===== src/hdl/plem_consts.svh =====
`ifndef PLEM_CONSTS_SVH
`define PLEM_CONSTS_SVH
// Register byte offsets on the Avalon-MM slave.
`define PLEM_OFS_CRC_TOTAL 6'h00
`define PLEM_OFS_CRC_WIN 6'h04
`define PLEM_OFS_FS_TOTAL 6'h08
`define PLEM_OFS_FS_WIN 6'h0C
`define PLEM_OFS_CRC_LIMIT 6'h10
`define PLEM_OFS_FS_LIMIT 6'h14
`define PLEM_OFS_LINK_REV 6'h18
`define PLEM_OFS_NET_REV 6'h1C
`define PLEM_OFS_STATUS 6'h20
`define PLEM_OFS_HISTORY 6'h24
`define PLEM_OFS_CONTROL 6'h28
// Reset values of the writable limit registers.
`define PLEM_CRC_LIMIT_RST 16'h000A
`define PLEM_FS_LIMIT_RST 16'h000A
// Control register fields.
`define PLEM_CTL_CLEAR_BIT 0
`define PLEM_CTL_RXEN_BIT 1
// Fault bit positions.
`define PLEM_F_SYNC_LOSS 0
`define PLEM_F_RX_LOSS 1
`define PLEM_F_FS_LIMIT 2
`define PLEM_F_CRC_LIMIT 3
`define PLEM_F_SEQ 4
`define PLEM_F_FORMAT 5
`define PLEM_F_SYSREV 6
`define PLEM_F_DUP_MASTER 7
// Timing: clock in Hz, window in ms, sequence timeout in ms.
`define PLEM_CLK_HZ 50000000
`define PLEM_WINDOW_MS 8
`define PLEM_SEQ_TIMEOUT_MS 1000
`define PLEM_WINDOW_CYCLES ((`PLEM_CLK_HZ / 1000) * `PLEM_WINDOW_MS)
`define PLEM_SEQ_CYCLES ((`PLEM_CLK_HZ / 1000) * `PLEM_SEQ_TIMEOUT_MS)
`endif


===== src/hdl/plem_pkg.sv =====
package plem_pkg;
    // Avalon slave access phases, one-hot.
    typedef enum logic [1:0] {
        PLEM_IDLE = 2'b01,
        PLEM_DONE = 2'b10
    } plem_bus_state_type;
endpackage


===== src/hdl/plem_monitor.sv =====
// Notes on behaviour
// Count CRC failures cumulatively, readable.
// Fault clear zeroes both cumulative totals.
// Report CRC failures of last 8 ms window.
// Count frame-start errors cumulatively, readable.
// Report frame-start errors of last window.
// CRC window count above limit raises event.
// Frame-start window count above limit raises event.
// Read-only local link firmware revision.
// Expose network system revision; majors match.
// Bit 0: link lost after being established.
// Bit 1: receive enabled but no data.
// Bit 2: frame-start errors over limit.
// Bit 3: CRC errors over limit.
// Bit 4: sequence mismatch for one second.
// Bit 5: received format mismatches configuration.
// Bit 6: received revision differs from local.
// Bit 7: more than one time master.
// Status and history words share layout.
// Latch window counts, restart at boundary.
// History bits sticky until fault clear.
//
// Our own choices: the address map and the Avalon-MM register port.
`timescale 1ns/1ps
`include "plem_consts.svh"
module plem_monitor #(
    parameter int WINDOW_CYCLES = `PLEM_WINDOW_CYCLES, // Cycles per test window.
    parameter int SEQ_CYCLES = `PLEM_SEQ_CYCLES, // Cycles of sequence mismatch before fault.
    parameter logic [15:0] LINK_REV = 16'h0102 // Arbitrary local firmware revision.
) (
    input wire logic clk, // System clock, 50 MHz.
    input wire logic arst_n, // Asynchronous reset, active low.
    input wire logic [5:0] avs_address, // Byte address.
    input wire logic avs_read, // Read request.
    input wire logic avs_write, // Write request.
    input wire logic [31:0] avs_writedata, // Write data.
    input wire logic [3:0] avs_byteenable, // Byte enables.
    output logic [31:0] avs_readdata, // Read data.
    output logic avs_waitrequest, // Wait request.
    input wire logic link_up_pin, // Link established level.
    input wire logic rx_active_pin, // Receive data arriving level.
    input wire logic crc_error_pin, // Toggles once per CRC error.
    input wire logic frame_start_pin, // Toggles once per frame-start error.
    input wire logic seq_match_pin, // Sequence number matches level.
    input wire logic format_mismatch_pin, // Format mismatch level.
    input wire logic [15:0] rx_revision_pin, // Revision carried in received data.
    input wire logic duplicate_time_master_pin, // Second time master seen level.
    output logic [15:0] network_system_revision, // Last received revision.
    output logic crc_limit_event, // One-cycle CRC exception event.
    output logic frame_start_limit_event // One-cycle frame-start exception event.
);
    // Two-stage synchronisers for every pin; stage one is read only by stage two.
    logic [20:0] sync1_reg;
    logic [20:0] sync2_reg;
    logic [20:0] pins;
    assign pins = {rx_revision_pin, link_up_pin, rx_active_pin, crc_error_pin, frame_start_pin,
                   seq_match_pin};
    logic fmt_s1_reg, fmt_s2_reg, dup_s1_reg, dup_s2_reg;

    // Synchronise pins into the clock domain.
    always_ff @(posedge clk or negedge arst_n)
    begin
        if (!arst_n)
        begin
            sync1_reg <= 21'h000000;
            sync2_reg <= 21'h000000;
            fmt_s1_reg <= 1'b0;
            fmt_s2_reg <= 1'b0;
            dup_s1_reg <= 1'b0;
            dup_s2_reg <= 1'b0;
        end
        else
        begin
            sync1_reg <= pins;
            sync2_reg <= sync1_reg;
            fmt_s1_reg <= format_mismatch_pin;
            fmt_s2_reg <= fmt_s1_reg;
            dup_s1_reg <= duplicate_time_master_pin;
            dup_s2_reg <= dup_s1_reg;
        end
    end

    // The revision word has no handshake, so the peer must hold it steady while data arrives.
    logic [15:0] rx_rev;
    logic link_up, rx_active, crc_lvl, fs_lvl, seq_match;
    assign rx_rev = sync2_reg[20:5];
    assign link_up = sync2_reg[4];
    assign rx_active = sync2_reg[3];
    assign crc_lvl = sync2_reg[2];
    assign fs_lvl = sync2_reg[1];
    assign seq_match = sync2_reg[0];

    // Toggle edges become error pulses; toggling avoids losing back-to-back errors.
    logic crc_prev_reg, fs_prev_reg;
    logic crc_pulse, fs_pulse;
    assign crc_pulse = crc_lvl ^ crc_prev_reg;
    assign fs_pulse = fs_lvl ^ fs_prev_reg;
    always_ff @(posedge clk or negedge arst_n)
    begin
        if (!arst_n)
        begin
            crc_prev_reg <= 1'b0;
            fs_prev_reg <= 1'b0;
        end
        else
        begin
            crc_prev_reg <= crc_lvl;
            fs_prev_reg <= fs_lvl;
        end
    end

    // Software registers.
    logic [15:0] crc_error_limit_reg; // CRC limit per window.
    logic [15:0] frame_start_error_limit_reg; // Frame-start limit per window.
    logic rx_enable_reg; // Receive port configured to receive.
    logic clear_pulse_reg; // One-cycle fault clear request.

    // Saturating increment, shared by all error counters.
    function automatic logic [31:0] plem_inc(input logic [31:0] v);
        plem_inc = (v == 32'hFFFFFFFF) ? v : v + 32'h00000001;
    endfunction

    // Cumulative totals.
    logic [31:0] crc_error_total_reg;
    logic [31:0] frame_start_error_total_reg;
    always_ff @(posedge clk or negedge arst_n)
    begin
        if (!arst_n)
        begin
            crc_error_total_reg <= 32'h00000000;
            frame_start_error_total_reg <= 32'h00000000;
        end
        else if (clear_pulse_reg)
        begin
            // An error in the clear cycle still counts, so it is not lost.
            crc_error_total_reg <= {31'h00000000, crc_pulse};
            frame_start_error_total_reg <= {31'h00000000, fs_pulse};
        end
        else
        begin
            if (crc_pulse)
                crc_error_total_reg <= plem_inc(crc_error_total_reg);
            if (fs_pulse)
                frame_start_error_total_reg <= plem_inc(frame_start_error_total_reg);
        end
    end

    // Window timer and running window counts.
    logic [31:0] win_timer_reg;
    logic win_end;
    logic [31:0] crc_run_reg, fs_run_reg;
    logic [31:0] crc_error_window_count_reg, frame_start_error_window_count_reg;
    logic [31:0] crc_final, fs_final;
    assign win_end = (win_timer_reg == 32'(WINDOW_CYCLES - 1));
    assign crc_final = crc_pulse ? plem_inc(crc_run_reg) : crc_run_reg;
    assign fs_final = fs_pulse ? plem_inc(fs_run_reg) : fs_run_reg;
    always_ff @(posedge clk or negedge arst_n)
    begin
        if (!arst_n)
            win_timer_reg <= 32'h00000000;
        else if (win_end)
            win_timer_reg <= 32'h00000000;
        else
            win_timer_reg <= win_timer_reg + 32'h00000001;
    end

    // Latch the counts at each boundary and restart from zero.
    always_ff @(posedge clk or negedge arst_n)
    begin
        if (!arst_n)
        begin
            crc_run_reg <= 32'h00000000;
            fs_run_reg <= 32'h00000000;
            crc_error_window_count_reg <= 32'h00000000;
            frame_start_error_window_count_reg <= 32'h00000000;
        end
        else if (win_end)
        begin
            crc_error_window_count_reg <= crc_final;
            frame_start_error_window_count_reg <= fs_final;
            crc_run_reg <= 32'h00000000;
            fs_run_reg <= 32'h00000000;
        end
        else
        begin
            crc_run_reg <= crc_final;
            fs_run_reg <= fs_final;
        end
    end

    // Limit checks at the boundary; the event pulses and the fault level holds one window.
    logic crc_over_reg, fs_over_reg;
    always_ff @(posedge clk or negedge arst_n)
    begin
        if (!arst_n)
        begin
            crc_limit_event <= 1'b0;
            frame_start_limit_event <= 1'b0;
            crc_over_reg <= 1'b0;
            fs_over_reg <= 1'b0;
        end
        else
        begin
            crc_limit_event <= win_end && (crc_final > {16'h0000, crc_error_limit_reg});
            frame_start_limit_event <= win_end && (fs_final > {16'h0000, frame_start_error_limit_reg});
            if (win_end)
            begin
                crc_over_reg <= crc_final > {16'h0000, crc_error_limit_reg};
                fs_over_reg <= fs_final > {16'h0000, frame_start_error_limit_reg};
            end
        end
    end

    // Link history and sequence timeout.
    logic was_up_reg;
    logic [31:0] seq_timer_reg;
    logic seq_fault;
    assign seq_fault = (seq_timer_reg >= 32'(SEQ_CYCLES));
    always_ff @(posedge clk or negedge arst_n)
    begin
        if (!arst_n)
        begin
            was_up_reg <= 1'b0;
            seq_timer_reg <= 32'h00000000;
        end
        else
        begin
            // Loss is reported only once the link has been up.
            if (link_up)
                was_up_reg <= 1'b1;
            else if (clear_pulse_reg)
                was_up_reg <= 1'b0;
            if (seq_match)
                seq_timer_reg <= 32'h00000000;
            else if (!seq_fault)
                seq_timer_reg <= seq_timer_reg + 32'h00000001;
        end
    end

    // Network revision as last received.
    always_ff @(posedge clk or negedge arst_n)
    begin
        if (!arst_n)
            network_system_revision <= 16'h0000;
        else if (rx_active)
            network_system_revision <= rx_rev;
    end

    // Current fault word and sticky history with the same layout.
    logic [7:0] link_fault_status_reg;
    logic [7:0] link_fault_history_reg;
    logic [7:0] fault_now;
    always_comb
    begin
        fault_now = 8'h00;
        fault_now[`PLEM_F_SYNC_LOSS] = was_up_reg && !link_up;
        fault_now[`PLEM_F_RX_LOSS] = rx_enable_reg && !rx_active;
        fault_now[`PLEM_F_FS_LIMIT] = fs_over_reg;
        fault_now[`PLEM_F_CRC_LIMIT] = crc_over_reg;
        fault_now[`PLEM_F_SEQ] = seq_fault;
        fault_now[`PLEM_F_FORMAT] = rx_enable_reg && fmt_s2_reg;
        fault_now[`PLEM_F_SYSREV] = rx_active && (rx_rev != LINK_REV);
        fault_now[`PLEM_F_DUP_MASTER] = dup_s2_reg;
    end
    always_ff @(posedge clk or negedge arst_n)
    begin
        if (!arst_n)
        begin
            link_fault_status_reg <= 8'h00;
            link_fault_history_reg <= 8'h00;
        end
        else
        begin
            link_fault_status_reg <= fault_now;
            // Set wins over clear so a fault in the clear cycle is kept.
            if (clear_pulse_reg)
                link_fault_history_reg <= fault_now;
            else
                link_fault_history_reg <= link_fault_history_reg | fault_now;
        end
    end

    // Avalon slave: one wait cycle, answer in the second cycle of a request.
    plem_pkg::plem_bus_state_type bus_state_reg;
    logic [31:0] rd_mux;
    always_comb
    begin
        case (avs_address)
            `PLEM_OFS_CRC_TOTAL: rd_mux = crc_error_total_reg;
            `PLEM_OFS_CRC_WIN: rd_mux = crc_error_window_count_reg;
            `PLEM_OFS_FS_TOTAL: rd_mux = frame_start_error_total_reg;
            `PLEM_OFS_FS_WIN: rd_mux = frame_start_error_window_count_reg;
            `PLEM_OFS_CRC_LIMIT: rd_mux = {16'h0000, crc_error_limit_reg};
            `PLEM_OFS_FS_LIMIT: rd_mux = {16'h0000, frame_start_error_limit_reg};
            `PLEM_OFS_LINK_REV: rd_mux = {16'h0000, LINK_REV};
            `PLEM_OFS_NET_REV: rd_mux = {16'h0000, network_system_revision};
            `PLEM_OFS_STATUS: rd_mux = {24'h000000, link_fault_status_reg};
            `PLEM_OFS_HISTORY: rd_mux = {24'h000000, link_fault_history_reg};
            `PLEM_OFS_CONTROL: rd_mux = {30'h00000000, rx_enable_reg, 1'b0};
            default: rd_mux = 32'h00000000; // Unmapped reads as zero.
        endcase
    end

    // Access sequencing and read data capture.
    always_ff @(posedge clk or negedge arst_n)
    begin
        if (!arst_n)
        begin
            bus_state_reg <= plem_pkg::PLEM_IDLE;
            avs_waitrequest <= 1'b1;
            avs_readdata <= 32'h00000000;
        end
        else
        begin
            case (bus_state_reg)
                plem_pkg::PLEM_IDLE:
                begin
                    if (avs_read || avs_write)
                    begin
                        bus_state_reg <= plem_pkg::PLEM_DONE;
                        avs_waitrequest <= 1'b0;
                        // A write answer leaves the last read data in place for software.
                        if (avs_read)
                            avs_readdata <= rd_mux;
                    end
                end
                plem_pkg::PLEM_DONE:
                begin
                    bus_state_reg <= plem_pkg::PLEM_IDLE;
                    avs_waitrequest <= 1'b1;
                end
                default:
                begin
                    bus_state_reg <= plem_pkg::PLEM_IDLE;
                    avs_waitrequest <= 1'b1;
                end
            endcase
        end
    end

    // Register writes take effect at the edge where waitrequest is seen low.
    logic wr_take;
    assign wr_take = avs_write && (bus_state_reg == plem_pkg::PLEM_DONE);
    always_ff @(posedge clk or negedge arst_n)
    begin
        if (!arst_n)
        begin
            crc_error_limit_reg <= `PLEM_CRC_LIMIT_RST;
            frame_start_error_limit_reg <= `PLEM_FS_LIMIT_RST;
            rx_enable_reg <= 1'b0;
            clear_pulse_reg <= 1'b0;
        end
        else
        begin
            clear_pulse_reg <= 1'b0;
            if (wr_take && avs_address == `PLEM_OFS_CRC_LIMIT)
            begin
                if (avs_byteenable[0]) crc_error_limit_reg[7:0] <= avs_writedata[7:0];
                if (avs_byteenable[1]) crc_error_limit_reg[15:8] <= avs_writedata[15:8];
            end
            if (wr_take && avs_address == `PLEM_OFS_FS_LIMIT)
            begin
                if (avs_byteenable[0]) frame_start_error_limit_reg[7:0] <= avs_writedata[7:0];
                if (avs_byteenable[1]) frame_start_error_limit_reg[15:8] <= avs_writedata[15:8];
            end
            if (wr_take && avs_address == `PLEM_OFS_CONTROL && avs_byteenable[0])
            begin
                rx_enable_reg <= avs_writedata[`PLEM_CTL_RXEN_BIT];
                clear_pulse_reg <= avs_writedata[`PLEM_CTL_CLEAR_BIT];
            end
        end
    end
endmodule


===== config.mk =====
export PLATFORM = sky130hd
export DESIGN_NAME = plem_monitor
export DESIGN_NICKNAME = d
export VERILOG_FILES = /design/src/hdl/plem_pkg.sv /design/src/hdl/plem_monitor.sv
export VERILOG_INCLUDE_DIRS = /design/src /design/src/hdl
export SDC_FILE = /design/constraint.sdc
export NUM_CORES = 1
export LEC_CHECK = 0
export BUFFER_PORTS_ARGS = -buffer_cell sky130_fd_sc_hd__clkbuf_2
export CAP_MARGIN = 40
export CORE_ASPECT_RATIO = 0.9
export CORE_MARGIN = 10
export CORE_UTILIZATION = 35
export CTS_CLUSTER_SIZE = 8
export DETAILED_ROUTE_END_ITERATION = 7
export PLACE_DENSITY_LB_ADDON = 0.12
export SLEW_MARGIN = 40
export SYNTH_ARGS = -nofsm -noshare
export SYNTH_HDL_FRONTEND = slang
export SYNTH_SLANG_ARGS = --single-unit

===== constraint.sdc =====
create_clock -name clk -period 4.8 [get_ports clk]
set_input_delay 0.48 -clock clk [delete_from_list [all_inputs] [get_ports clk]]
set_output_delay 0.48 -clock clk [all_outputs]
set_load 0.005 [all_outputs]

---- After elaboration in Yosys (flattened, before gate mapping) ----
Index checks and enable logic that the tools add are counted.
word-level totals
  flip-flop bits (word level) ............. 410
  input bits .............................. 69
  output and inout port bits .............. 51
  word-level logic and storage cells ...... 116
cells by class
  add/subtract/negate cells ............... 6
  $lt $le $gt $ge ......................... 3
  equality and inequality tests ........... 22
  muxes and demuxes ....................... 24
  bitwise gates (word level) .............. 3
  reductions and logical operators ........ 25
operators with widths
  operator                                                              number
  two-way mux 32 bit                                                    15
  one-hot mux 32 bit (11 select lines)                                  1
  adder 32 x 1 -> 32 bit (second input constant)                        6
  == test 32 bit (second input constant)                                4
  > comparator 32 x 16 -> 1 bit                                         2
  == test 32 x 19 -> 1 bit (second input constant)                      1
  greater-or-equal comparator 32 x 26 -> 1 bit (second input constant)  1
  == test 6 x 5 -> 1 bit (second input constant)                        4
  == test 6 bit (second input constant)                                 3
  != test 16 x 9 -> 1 bit (second input constant)                       1
  == test 6 x 4 -> 1 bit (second input constant)                        2
  AND reduction 2 bit                                                   6
  logical AND 1 bit                                                     11
  two-way mux 8 bit                                                     1
  != test 2 bit (second input constant)                                 4
  bitwise OR 8 bit                                                      1
  == test 6 x 3 -> 1 bit (second input constant)                        1
  logical NOT 6 bit                                                     1
  nonzero test 2 bit                                                    3
  two-way mux 1 bit                                                     5
  two-way mux 2 bit                                                     2
  AND reduction 3 bit                                                   1
  == test 2 x 1 -> 1 bit (second input constant)                        1
  == test 2 bit (second input constant)                                 1
  other kinds (3)                                                       5

---- Depth between registers and ports, before layout ----
  depth after elaboration ................. 5
  gate-level depth with buffers ........... 17

---- Worst setup path after synthesis ----
OpenSTA, ideal clock, no wires.
  path type ............................... reg-to-reg
  start point ............................. register sync2_reg[2]
  end point ............................... register crc_over_reg
  arrival time ............................ 3433 ps
  path slack .............................. 1225 ps
  stages on the path, launching flop included .. 14
  clock period less this slack ............ 3575 ps
  cell sequence ........................... dfrtp_1 xnor2_1 or4_4 a21oi_1 nand3_1 or2_2 xor2_1 inv_1 ha_1 nand4_1 or4_1 o31a_1 nor4_2 a31oi_1
on the way
  word-level cells in the longest chain between the ends .. 3
RTL lines
  element                        line                 RTL
  from (decl)                    plem_monitor.sv:54   logic [20:0] sync2_reg;
  from (signal assigned)         plem_monitor.sv:75   sync2_reg <= sync1_reg;
  XOR 1 bit                      plem_monitor.sv:96   assign crc_pulse = crc_lvl ^ crc_prev_reg;
  two-way mux 32 bit             plem_monitor.sv:155  assign crc_final = crc_pulse ? plem_inc(crc_run_reg) : crc_run_reg;
  net crc_final[13]              plem_monitor.sv:153  logic [31:0] crc_final, fs_final;
  > comparator 32 x 16 -> 1 bit  plem_monitor.sv:208  crc_over_reg <= crc_final > {16'h0000, crc_error_limit_reg};
  to (signal assigned)           plem_monitor.sv:208
  to (decl)                      plem_monitor.sv:192  logic crc_over_reg, fs_over_reg;
The timed path passes the listed nets, and every way through them passes these cells.
A chain may end at the register's enable or synchronous reset.

---- Worst setup path in the final report ----
  start point ............................. register fs_run_reg[0]
  end point ............................... register fs_over_reg
on the way
  word-level cells in the longest chain between the ends .. 4
RTL lines
  element                                                          line                 RTL
  from (decl)                                                      plem_monitor.sv:151  logic [31:0] crc_run_reg, fs_run_reg;
  from (signal assigned)                                           plem_monitor.sv:187  fs_run_reg <= fs_final;
  adder 32 x 1 -> 32 bit / == test 32 bit (equally long branches)  plem_monitor.sv:120  plem_inc = (v == 32'hFFFFFFFF) ? v : v + 32'h00000001;
  two-way mux 32 bit *                                             plem_monitor.sv:120
  two-way mux 32 bit *                                             plem_monitor.sv:156  assign fs_final = fs_pulse ? plem_inc(fs_run_reg) : fs_run_reg;
  net fs_final[7]                                                  plem_monitor.sv:153
  > comparator 32 x 16 -> 1 bit *                                  plem_monitor.sv:209  fs_over_reg <= fs_final > {16'h0000, frame_start_error_limit_reg};
  to (signal assigned)                                             plem_monitor.sv:209
  to (decl)                                                        plem_monitor.sv:192
The timed path passes the listed nets; every way through them passes the cells marked *.

==> key figures <==
GRT
  – Largest net degree at the start of global routing: ~130
  – Gr usage total: 0.1720
  – Global route overflow: 0
  – Initial antenna violation count: 0
  – Vias in the first global route: ~15000
  – First-pass GRT wire length: 86130 um

CTS
  – Num CTS Buffers: 57
  – Clock sink count: 409
  – Worst-Skew Late Latency: between 0.6 and 0.7 ns
  – Clock root cell: clkbuf_16
  – Clk buf depth: 3
  – Number of H-tree levels: 2
  – Clk pin slew, worst setup/hold paths: ~0.050 ns
  – CTS tree: done

Flow run
  – Max Cap Viol: 0

Floorplanning
  – Row cnt: 80
  – Die X: 265.7 um
  – Die area: approximately 64000 um2
  – Die height: between 200 and 250 um
  – I/O pin total: 120
  – Core ar.: between 50000 and 60000 um2
  – Initial Util: 0.3563

Yosys
  – Synth top area share: 0.5318
  – EDFF count, synth: 0
  – Synth top cells by count: 404 x dfrtp_1, 252 x nor2_1, 155 x nand2_1
  – Most common cell in the netlist: dfrtp_1
  – FF+latch count, synth: between 400 and 500
  – Mapped Cells: roughly 1900
  – Mapped cell area: 19010 um2
  – Register area share after synthesis: 0.5387
  – Post-synth ARST share: 1.000
  – Ys flop type: dfrtp_1
  – Yosys cell types: slightly below 70
  – Avg Cell Area, Syn: roughly 10 um2
  – Warnings from Yosys: 0
  – Cell taking the most area after synthesis: dfrtp_1
  – Syn Nets: roughly 2000
  – Synth top area cells: dfrtp_1 53%, nor2_1 5.0%, xnor2_1 4.0%

Route
  – Met3 wire length: 3356 um
  – Top routing layer used: met4
  – Vias post-DR: 14330
  – Met2 wire length: 24050 um
  – Pre-Repair DR Iteration Count: 8
  – Iteration-0 DRC Markers: approximately 1200
  – DRC: 8
  – Wire length on met1: around 26000 um
  – ANT nets after route: 0
  – Routed wire length: 53960 um
  – Post-DR vias/cell: roughly 5.2
  – Average wire per standard cell: slightly below 20 um

Critical path
  – CP Max Fanout: 5
  – Crit end category: register
  – Cell Chain, Critical Path: ha_1, nand4_1, nor4_1, nand3_1, nand2_1, nor2_1, and3_1, xnor2_1, inv_1, ha_1, nand4_1, a21oi_1, a211oi_1, or3_1, a21oi_1, nor4b_2, a21oi_1
  – CP top delay family: simple AND/OR/NAND/NOR gates
  – CP bufs+invs: 1
  – Max stage delay cell, worst path: nor4_1
  – CP required: between 5 and 6 ns
  – Crit Path Class: reg2reg
  – WP data arrival: 4.62 ns
  – Slowest stage delay, CP: 0.52 ns
  – CP startpoint kind: register
  – Critical path's most frequent cell: a21oi_1

Worst hold path
  – Tightest Hold Check Type: in2reg

Place
  – Final Wtd Congestion: between 0.8 and 0.9
  – PortBufs: between 100 and 150
  – Detailed placer's ending HPWL: about 38000 um
  – Placed Area: around 20000 um2

Timing
  – Fmax: between 200 and 250 MHz
  – RSZ-0062 raised after global routing: false
  – Fin crit share: 0.8688
  – Setup_tns: 0 ns
  – Final Slew Violations: 0
  – Clock Skew: ~0.019 ns
  – Shortest period the worst path allows: 4.170 ns
  – Rel. slew slack: 0.4555
  – Tightest Pin Transition: around 0.8 ns
  – Final hold vios: 0
  – Final setup fails: 0

Cells and area
  – Cell area after layout: ~22000 um2
  – Inserted Diodes: 0
  – Nets@finish: approximately 2100
  – Area grow syn2layout: 17.22%
  – Layout cell share with drive strength beyond 1: 0.1321

Power and ir drop
  – Pleak: about 0.010 uW
  – Peak supply drop: 0.0002732 V
  – Pwr Density: between 300 and 400 nW/um2

Status
  – Status: finished with violations
  – Failing checks: DRC
area by class of cell:
type                       instances  area, um2
timing repair buffer             155       1064
multi-input combinational       1299       8197
inverter                          87      326.6
clock buffer                      83       1534
fill                            5204      31070
clock inverter                     4      46.29
sequential                       409      10240
tap                              697      872.1
per-layer routing:
layer  vias to the layer above  global-route usage
met5                         -                   0
met4                         0             0.03979
met3                        59             0.03653
met2                       300              0.2656
met1                      7109              0.2433
li1                       6863                   -
per-stage QoR:
| step | util | worst slack [ns] | hold WS (ns) | cells | total power [uW] |
|---|---|---|---|---|---|
| after global routing | 0.4177 | 0.2708 | 0.1024 | 2734 | 8809 |
| final | 0.4177 | 0.6297 | 0.1057 | 2734 | 8383 |
| after CTS | 0.4171 | 0.5655 | 0.06787 | 2733 | 8517 |
| after floorplan | - | 1.225 | 0.1844 | 1879 | 4332 |
| after detailed placement | 0.3829 | 0.5783 | 0.3347 | 2622 | 4773 |
| after global placement | 0.3826 | 0.6383 | 0.3329 | 2622 | 4744 |
cell usage in the layout, fill, tap and decap left out, types with 5 or more instances in the layout:
cell,synthesis,layout
buf_12,0,5
nor4_2,2,5
nor4b_1,5,5
or3_1,28,28
and3_1,33,33
xnor2_1,86,86
and2_1,8,8
a21oi_1,107,107
nor2_1,252,251
a22oi_1,22,22
mux2i_1,15,15
dfstp_2,5,5
dlygate4sd3_1,0,24
clkbuf_2,0,100
clkbuf_1,76,25
a211oi_1,7,7
and4_1,15,15
nand2_1,155,155
nand3_1,80,80
nor3_1,34,32
nor4_1,22,18
buf_4,0,24
dfrtp_1,404,401
a22o_1,34,34
clkbuf_16,0,57
ha_1,39,39
mux2_2,26,26
xor2_1,74,74
nand4_1,60,60
or2_2,9,9
or4_1,7,7
o21ai_0,62,62
a222oi_1,32,32
inv_1,87,87
nor2b_1,15,15
a21o_1,13,13
cell families (layout without fill, tap and decap cells):
family | after synthesis | in the layout | share of synthesized area
flops | 409 | 409 | 0.5387
xor+xnor | 160 | 160 | 0.07371
compound gates | 311 | 311 | 0.1099
simple gates | 748 | 748 | 0.1947
fa+ha+maj | 39 | 39 | 0.02567
mux | 41 | 41 | 0.02330
buf+inv | 171 | 329 | 0.03403
report_power, final:
group / internal (uW) / switching [uW] / total (uW)
clock network: 2170 / 1490 / 3660
logic: 348 / 536 / 884
registers: 3630 / 206 / 3840
total: 6150 / 2230 / 8380
worst paths after layout:
path / start / to / slack, ns / cells past startpoint
setup / recovery: fs_run_reg[0] / fs_over_reg / 0.63 / 17
hold / removal: avs_writedata[8] / crc_error_limit_reg[8] / 0.11 / 3
setup reg to reg: fs_run_reg[0] / fs_over_reg / 0.63 / 17
hold reg to reg: sync1_reg[7] / sync2_reg[7] / 0.34 / 0
max in group asynchronous: arst_n / crc_error_total_reg[10] / 3.14 / 4
min in group asynchronous: arst_n / sync2_reg[13] / 0.31 / 2
worst register-to-register path: stages, from the launching register on:
cell      delay, ns
dfrtp_1        0.39
ha_1           0.23
nand4_1        0.19
nor4_1         0.52
nand3_1        0.19
nand2_1        0.25
nor2_1         0.11
and3_1         0.20
xnor2_1        0.25
inv_1          0.09
ha_1           0.29
nand4_1        0.15
a21oi_1        0.06
a211oi_1       0.28
or3_1          0.15
a21oi_1        0.12
nor4b_2        0.43
a21oi_1        0.12
what timing repair did:
item | 4_1_cts | 5_1_grt
resized for setup | 0 | 0
buffers inserted | 0 | 0
endpoints found under the hold margin | 109 | 0
hold buffers | 24 | 0
No activity file was read; power rests on OpenSTA's default activity.
